**src/inc/psl_pkg.sv**
```systemverilog
package psl_pkg;
    // ---------------------------------------------------------------
    // timing
    // ---------------------------------------------------------------
    localparam int unsigned CLK_HZ = 100_000_000;
    localparam int unsigned TICK_MS = 1;
    localparam int unsigned MS_CYCLES = CLK_HZ / 1000 * TICK_MS;
    localparam int unsigned SHORT_MS = 20;
    localparam int unsigned LONG_MS = 80;
    localparam int unsigned PERIOD_MS = SHORT_MS + LONG_MS;
    localparam int unsigned MS_W = 7;

    // ---------------------------------------------------------------
    // status carriers
    // ---------------------------------------------------------------
    typedef struct packed {
        logic link_up;
        logic activity;
        logic speed_100;
        logic full_duplex;
        logic collision;
    } psl_port_t;

    typedef struct packed {
        logic link_up;
        logic speed_100;
        logic full_duplex;
    } psl_remote_t;

    typedef struct packed {
        logic running;
        logic done;
        logic pass;
    } psl_test_t;

    typedef enum logic [2:0] {
        ST_IDLE = 3'b001,
        ST_RUN = 3'b010,
        ST_DONE = 3'b100
    } psl_lb_state_t;
endpackage

```
**src/psl_led_driver.sv**
```systemverilog
// Overview of operation
// - copper link LED: on if up, off if down, 20/80ms flash on traffic
// - copper speed LED on at 100M, off at 10M
// - copper duplex LED on full, off half, 20/80ms flash on collision
// - fiber link LED: on if up, off if down, 20/80ms flash on traffic
// - fiber duplex LED on full, off half, 20/80ms flash on collision
// - fiber signal LED follows the signal-detect input
// - far fault LED flashes on 80ms off 20ms while fault received
// - remote link LED shows remote link, or 80/20ms flash in auto-test
// - remote speed LED shows remote speed, or off during test, on done
// - remote duplex LED shows remote duplex, or test pass result
// - all LED outputs active low
// - rising strap edge starts one loop-back test
`timescale 1ns/100ps
`default_nettype none
module psl_led_driver #(
    parameter int unsigned MS_DIV = psl_pkg::MS_CYCLES
) (
    // clock and reset
    input wire logic clk_i,
    input wire logic rst_i,
    // local port status
    input var psl_pkg::psl_port_t copper_i,
    input var psl_pkg::psl_port_t fiber_i,
    input wire logic fiber_signal_detect_in_i,
    input wire logic far_fault_rx_i,
    // remote status and loop-back test
    input var psl_pkg::psl_remote_t remote_i,
    input wire logic auto_test_i,
    input wire logic test_done_i,
    input wire logic test_pass_i,
    output logic test_start_o,
    // indicators, low lights the led
    output logic copper_link_indicator_n_o,
    output logic copper_speed_indicator_n_o,
    output logic copper_duplex_indicator_n_o,
    output logic fiber_link_indicator_n_o,
    output logic fiber_duplex_indicator_n_o,
    output logic fiber_signal_indicator_n_o,
    output logic far_fault_indicator_n_o,
    output logic remote_link_indicator_n_o,
    output logic remote_speed_indicator_n_o,
    output logic remote_duplex_indicator_n_o
);
    import psl_pkg::*;

    // prescaler width, sets the largest divisor the timebase can take
    localparam int unsigned PRE_W = 24;

    // a zero divisor or one beyond the prescaler cannot be counted
    if (MS_DIV < 1 || MS_DIV >= 2 ** PRE_W) begin : g_bad_div
        $error("MS_DIV out of range");
    end

    // ---------------------------------------------------------------
    // millisecond timebase
    // ---------------------------------------------------------------
    logic [PRE_W-1:0] pre_q, pre_d;
    logic [MS_W-1:0] ms_q, ms_d;
    // tick marks the last prescaler count of each millisecond
    wire ms_tick = (pre_q == PRE_W'(MS_DIV - 1));
    wire ms_wrap = (ms_q == MS_W'(PERIOD_MS - 1));

    // prescaler counts clock cycles up to one millisecond
    assign pre_d = ms_tick ? PRE_W'(0) : pre_q + PRE_W'(1);
    // the phase moves once a millisecond and wraps after one flash period
    assign ms_d = !ms_tick ? ms_q
                : ms_wrap ? MS_W'(0)
                : ms_q + MS_W'(1);

    always_ff @(posedge clk_i or posedge rst_i) begin
        if (rst_i) begin
            pre_q <= PRE_W'(0);
        end else begin
            pre_q <= pre_d;
        end
    end

    // reset puts the phase back at the dark-to-lit boundary
    always_ff @(posedge clk_i or posedge rst_i) begin
        if (rst_i) begin
            ms_q <= MS_W'(0);
        end else begin
            ms_q <= ms_d;
        end
    end

    // phase 0 starts the lit part, so every flash opens lit after reset
    wire flash_short = (ms_q < MS_W'(SHORT_MS));
    wire flash_long = (ms_q < MS_W'(LONG_MS));

    // ---------------------------------------------------------------
    // loop-back test sequencing
    // ---------------------------------------------------------------
    psl_lb_state_t st_q, st_d;
    logic strap_q;
    logic pass_q, pass_d;
    // strap state before reset release is taken as low
    wire strap_rise = auto_test_i & ~strap_q;

    // idle until the first strap rise, run until the engine reports done,
    // done holds the result until the strap rises once more
    always_comb begin
        st_d = st_q;
        unique case (st_q)
            ST_IDLE: if (strap_rise) st_d = ST_RUN;
            ST_RUN: if (test_done_i) st_d = ST_DONE;
            ST_DONE: if (strap_rise) st_d = ST_RUN;
            default: st_d = ST_IDLE;
        endcase
    end

    // edge detector on the strap, and the start pulse it raises
    always_ff @(posedge clk_i or posedge rst_i) begin
        if (rst_i) begin
            strap_q <= 1'b0;
            test_start_o <= 1'b0;
        end else begin
            strap_q <= auto_test_i;
            test_start_o <= strap_rise;
        end
    end

    // state moves only on strap rises and done reports
    always_ff @(posedge clk_i or posedge rst_i) begin
        if (rst_i) begin
            st_q <= ST_IDLE;
        end else begin
            st_q <= st_d;
        end
    end

    // a done report outside a running test is dropped, result kept
    wire take_result = (st_q == ST_RUN) & test_done_i;
    assign pass_d = take_result ? test_pass_i : pass_q;

    always_ff @(posedge clk_i or posedge rst_i) begin
        if (rst_i) begin
            pass_q <= 1'b0;
        end else begin
            pass_q <= pass_d;
        end
    end

    wire test_complete = (st_q == ST_DONE);

    // ---------------------------------------------------------------
    // indicator decode, 1 = lit
    // ---------------------------------------------------------------
    // both ports share one decode, so their flashes stay in step
    function automatic logic link_led(input psl_port_t p, input logic fl);
        return p.link_up & ~(p.activity & ~fl);
    endfunction

    function automatic logic dup_led(input psl_port_t p, input logic fl);
        return p.full_duplex | (p.collision & fl);
    endfunction

    wire cu_link_on = link_led(copper_i, flash_short);
    wire cu_spd_on = copper_i.speed_100;
    wire cu_dup_on = dup_led(copper_i, flash_short);
    wire fx_link_on = link_led(fiber_i, flash_short);
    wire fx_dup_on = dup_led(fiber_i, flash_short);
    wire fx_sd_on = fiber_signal_detect_in_i;
    wire fef_on = far_fault_rx_i & flash_long;
    wire rm_link_on = auto_test_i ? flash_long : remote_i.link_up;
    wire rm_spd_on = auto_test_i ? test_complete
                                 : remote_i.speed_100;
    wire rm_dup_on = auto_test_i ? (test_complete & pass_q)
                                 : remote_i.full_duplex;

    // ---------------------------------------------------------------
    // copper indicators
    // ---------------------------------------------------------------
    // registered so the pins never glitch while the decode settles
    always_ff @(posedge clk_i or posedge rst_i) begin
        if (rst_i) begin
            copper_link_indicator_n_o <= 1'b1;
            copper_speed_indicator_n_o <= 1'b1;
            copper_duplex_indicator_n_o <= 1'b1;
        end else begin
            copper_link_indicator_n_o <= ~cu_link_on;
            copper_speed_indicator_n_o <= ~cu_spd_on;
            copper_duplex_indicator_n_o <= ~cu_dup_on;
        end
    end

    // ---------------------------------------------------------------
    // fiber indicators
    // ---------------------------------------------------------------
    // far fault rides with the fiber group, it is a fiber receive event
    always_ff @(posedge clk_i or posedge rst_i) begin
        if (rst_i) begin
            fiber_link_indicator_n_o <= 1'b1;
            fiber_duplex_indicator_n_o <= 1'b1;
            fiber_signal_indicator_n_o <= 1'b1;
            far_fault_indicator_n_o <= 1'b1;
        end else begin
            fiber_link_indicator_n_o <= ~fx_link_on;
            fiber_duplex_indicator_n_o <= ~fx_dup_on;
            fiber_signal_indicator_n_o <= ~fx_sd_on;
            far_fault_indicator_n_o <= ~fef_on;
        end
    end

    // ---------------------------------------------------------------
    // remote indicators
    // ---------------------------------------------------------------
    // in auto-test these carry the test-mode flash and the loop-back progress, not remote state
    always_ff @(posedge clk_i or posedge rst_i) begin
        if (rst_i) begin
            remote_link_indicator_n_o <= 1'b1;
            remote_speed_indicator_n_o <= 1'b1;
            remote_duplex_indicator_n_o <= 1'b1;
        end else begin
            remote_link_indicator_n_o <= ~rm_link_on;
            remote_speed_indicator_n_o <= ~rm_spd_on;
            remote_duplex_indicator_n_o <= ~rm_dup_on;
        end
    end
endmodule // psl_led_driver
`default_nettype wire

```
**config.mk**
```make
export PLATFORM = sky130hd
export DESIGN_NAME = psl_led_driver
export DESIGN_NICKNAME = d
export VERILOG_FILES = /design/src/inc/psl_pkg.sv /design/src/psl_led_driver.sv
export SDC_FILE = /design/constraint.sdc
export NUM_CORES = 1
export LEC_CHECK = 0
export BUFFER_PORTS_ARGS = -buffer_cell sky130_fd_sc_hd__buf_4
export CAP_MARGIN = 10
export CORE_MARGIN = 1.5
export CORE_UTILIZATION = 42
export CTS_CLUSTER_SIZE = 10
export DETAILED_ROUTE_END_ITERATION = 10
export PLACE_DENSITY = 0.63
export SLEW_MARGIN = 0
export SYNTH_ARGS = -nofsm -noshare
export SYNTH_HDL_FRONTEND = slang
export SYNTH_SLANG_ARGS = --single-unit
```
**constraint.sdc**
```tcl
create_clock -name clk_i -period 2.2 [get_ports clk_i]
set_clock_uncertainty 0.05 [all_clocks]
set_input_delay 0 -clock clk_i [delete_from_list [all_inputs] [get_ports clk_i]]
set_output_delay 0 -clock clk_i [all_outputs]
set_load 0.1 [all_outputs]
```
After elaboration in Yosys (flattened, before gate mapping). Cells that the tools add are included.

Equality and inequality tests: 7. Add/sub/neg operators: 2. Reductions and logical operators: 2. Multiplexer cells: 8. Magnitude comparators: 2. Bitwise gates (word level): 26.

Operators by type and width (number): $add 24x1->24 const B (1); $eq 24x17->1 const B (1); $mux 24 (1); $not 1->1 (14); $and 1x1->1 (10); $add 7x1->7 const B (1); $eq 7x7->1 const B (1); $lt 7x5->1 const B (1); $lt 7x7->1 const B (1); $mux 7 (1); $mux 3 (2); $pmux 3 s2 (1); $eq 3x1->1 const B (1); $eq 3x2->1 const B (1); $eq 3x3->1 const B (1); $mux 1 (3); $ne 2x1->1 const B (1); $ne 2x2->1 const B (1); $or 1x1->1 (2); $reduce_and 2->1 (1); $reduce_or 2->1 (1).

Output and inout port bits: 11. Register bits: 47. Input port bits: 20. Word-level logic and storage cells: 63.

Longest topological paths before layout.
Depth after elaboration: 6. Depth in mapped cells: 6. Depth with buffers taken out: 5.

Worst setup path after synthesis. Ideal clock, no wire load.

Path kind: flip-flop to flip-flop. Start point: reg pre_q[0]. End point: reg ms_q[1]. Path buffers: 0. Stages on the path, launching flop included: 6. Data arrival time: 1.732 ns. Clock period less this slack: 1.907 ns. Data required time: 2.025 ns. Library setup time: 0.125 ns. Setup slack: 0.293 ns. Path through: dfrtp_1 ha_1 nand2_1 or4_1 nor2_1 mux2_2.

Longest elaborated chain between the ends: 1.

Ends and longest elaborated chain: start: declaration (line psl_led_driver.sv:58) `logic [PRE_W-1:0] pre_q, pre_d;`; start signal: assignment (line psl_led_driver.sv:75) `pre_q <= pre_d;`; $eq 24x17->1 (line psl_led_driver.sv:61) `wire ms_tick = (pre_q == PRE_W'(MS_DIV - 1));`; end signal: assignment (line psl_led_driver.sv:84) `ms_q <= ms_d;`; end: declaration (line psl_led_driver.sv:59) `logic [MS_W-1:0] ms_q, ms_d;`.

Every way passes these cells. A chain may end at the register's enable or synchronous reset.

Final worst setup path. Same ends and word-level chain as after synthesis.

==> summary.txt <==
Status
  – Status: completed

Critical path
  – Flop-to-flop setup slack: 190 ps
  – CP Buf/Inv Count: 0
  – Crit end category: flip-flop
  – Crit path cell chain: ha_1 -> nand2_1 -> or4_1 -> nor2_1 -> mux2_2
  – Delay-heaviest family, CP: simple AND/OR/NAND/NOR gates
  – Worst Path Arrival: 2150 ps
  – Setup CP Type: flip-flop to flip-flop
  – Slowest CP cell: or4_1
  – CP Launch Type: flip-flop
  – CP Data Required Time: 2340 ps
  – Critical path peak fanout: 4
  – Max incr delay on CP: 590 ps

STA
  – Max Freq: 497 MHz
  – Post-route setup TNS: 0 ps
  – Final slew viol count: 0
  – Fin crit period: a little over 2000 ps
  – Hold Fails Final Rpt: 0
  – Period utilization: 91.4%
  – Final setup vio count: 0
  – Slew at the pin closest to its max-slew limit: approximately 570 ps
  – Max transition margin: 62.1%
  – Unrepaired setup endpoints after global routing: no

Logic synthesis
  – Post-synthesis mux area share: 2.54%
  – Number of synthesized register bits: 47
  – Yosys warns: 0
  – Sequential area share after synthesis: 56.2%
  – Syn avg cell area: between 10 and 15 µm²
  – Simple-Gate Fraction of Synth Area: 22.6%
  – Largest family of logic cells by synthesized area: simple AND/OR/NAND/NOR gates
  – Mapped Cells: slightly below 200
  – Netlist cell types: 40
  – Post-synthesis adder-cell area fraction: 1.18%
  – Synthesized area: 2120 µm²
  – Post-synth top flop: dfrtp_1
  – Net count after synthesis: 215
  – Synth Area in XOR/XNOR: under 10%
  – Post-synth EDFFs: 0
  – Compound-Gate Fraction of Synth Area: 6.14%
  – FFs w/ async S/R, synth: 100%

Placement
  – Placed Cells: 293
  – Dpl hpwl: approximately 2.9 mm
  – Post-DP Area: 2470 µm²
  – Gpl congestion: 0.787
  – Port buffer count: 29

Detailed routing
  – DRT antenna net count: 0
  – Drt via density: ~5.2
  – Initial detailed-routing violation count: 92
  – Detailed-route wire length per cell: approximately 14 µm
  – Post-Route WL: 4.44 mm
  – DR pass1 iterations: 4
  – Routed via count: 1657
  – DRC Markers: 0

Global routing
  – First-pass GRT wire length: 7.35 mm
  – Pin count of the biggest net entering global routing: 25
  – Grt ovf: 0
  – Vias in the first global route: 1635
  – Global Route Usage Sum: between 10% and 20%
  – Initial antenna violation count: 0

Clocking
  – Register clock-pin slew on the reported worst setup and hold paths: 90 ps
  – Clk_lat worst skew: 300 ps
  – Root buf cell: clkbuf_8
  – CTS max path bufs: 2
  – Num CTS Buffers: 5
  – H-tree depth: 2
  – CTS tree: yes
  – CTS Sinks: 47

Final layout
  – Filler cells: 413
  – Fin area: roughly 2800 µm²
  – Final #Nets: 275
  – Biggest register: pre_q
  – Layout cell share with drive strength beyond 1: 25.2%
  – Fin cells: 321
  – Area growth syn-to-layout: 32.5%
  – Largest registers: pre_q x24, ms_q x7, st_q x3
  – Antenna Cells: 0
  – Max reg flops: 24

Power
  – Cell Pwr Density: 661 nW/µm²
  – Worst vdd ir: 0.552 mV
  – Power, Total: 0.00185 W
  – Leakage: 1.25 nW

Hold path
  – Hold Path Class: input pin to asynchronous set/reset pin

Floorplan
  – Area of the die: 5480 µm²
  – Rows: 25
  – Core area: 4790 µm²
  – Initial Utilization: 44.3%
  – Die Ht: 74.0 µm
  – Die X: 74.0 µm
  – IO Pins: 31

Job
  – Max_cap viols: 0
per-stage QoR:
step	utilization (%)	worst slack [ps]	hold slack, ps
CTS	58.6	168	271
floorplan	-	293	-23.8
finish	58.7	189	263
global placement	51.5	252	45.8
global route	58.7	100	296
detailed placement	51.5	200	48.0
cells in the final DEF, fill, tap and decap left out, types with 2 or more instances in the layout:
cell	count
dfrtp_1	36
buf_4	34
dlygate4sd3_1	20
xnor2_1	14
nor2_1	14
nand3_1	13
nand2_1	11
dfstp_2	11
inv_1	9
nand4_1	8
xor2_1	8
o21ai_0	7
nor4_1	6
nor3_1	6
a21oi_1	6
and3_1	5
clkbuf_8	5
nor2b_1	4
and4_1	3
mux2_2	3
or2_2	2
mux2i_1	2
nor3b_1	2
ha_1	2
bufinv_16	2
worst reg2reg max path: stages, from the launching register on:
cell,delay (ps)
dfrtp_1,400
ha_1,250
nand2_1,90
or4_1,590
nor2_1,180
mux2_2,350
timing repair:
| item | in CTS | in global routing |
|---|---|---|
| resized for setup | 0 | 1 |
| setup buffers | 0 | 0 |
| endpoints found under the hold margin | 37 | 0 |
| hold buffers | 20 | 0 |
| endpoints found under the setup margin | 0 | 1 |
where the power goes:
group	internal [W]	total [W]	switching, W	leakage [nW]
clock	0.000453	0.000750	0.000297	0.0644
combinational	0.0000755	0.000199	0.000123	0.584
sequential	0.000895	0.000906	0.0000112	0.598
total	0.00142	0.00185	0.000431	1.25
worst paths after layout:
path / from / endpoint / cells after the start
min: rst_i / strap_q / 3
min in group clk_i: copper_i[2] / copper_speed_indicator_n_o / 3
max: pre_q[0] / ms_q[1] / 5
min reg2reg: pass_q / remote_duplex_indicator_n_o / 1
max in group asynchronous: rst_i / copper_duplex_indicator_n_o / 4
max reg2reg: pre_q[0] / ms_q[1] / 5
final cells by class:
class                      instances  area [µm²]  area share [%]
clock buffer                       5        68.8            2.45
clock inverter                     3        67.6            2.41
inverter                          10        37.5            1.34
multi-input combinational        134         885            31.5
sequential                        47        1190            42.4
tap                               67        83.8            2.99
timing repair buffer              55         475            16.9
synth_stat cells, types with 2 or more instances:
library cell	instances	area (µm²)
mux2_2	3	33.8
nand2_1	11	41.3
inv_1	10	37.5
or2_2	2	12.5
nor4_1	6	37.5
nand3_1	13	65.1
a21oi_1	6	30.0
dfstp_2	11	289
nor2_1	14	52.6
dfrtp_1	36	901
nor3_1	6	30.0
a211oi_1	2	15.0
mux2i_1	2	20.0
xor2_1	8	70.1
and3_1	5	31.3
nand4_1	8	50.1
nor2b_1	4	25.0
ha_1	2	25.0
and4_1	3	26.3
xnor2_1	14	123
o21ai_0	7	35.0
nor3b_1	2	15.0
metal layers:
metal / up-vias / wire (µm) / share of wire [%] / global-route usage [%]
li1: 800 / - / - / -
met1: 812 / 1980 / 45 / 22.5
met2: 38 / 2170 / 49 / 30.0
met3: 7 / 219 / 4.9 / 3.79
met4: 0 / 63 / 1.4 / 6.17
met5: - / 0 / 0 / 0
kinds of logic after synthesis:
kind of cell             Yosys count
AND/OR/NAND/NOR                   84
flip-flops                        47
buffers and inverters             12
AO/OA/AOI/OAI                     21
adder cells (fa/ha/maj)            2
XOR/XNOR                          22
multiplexers                       5
Power figures use the tool's default switching activity.
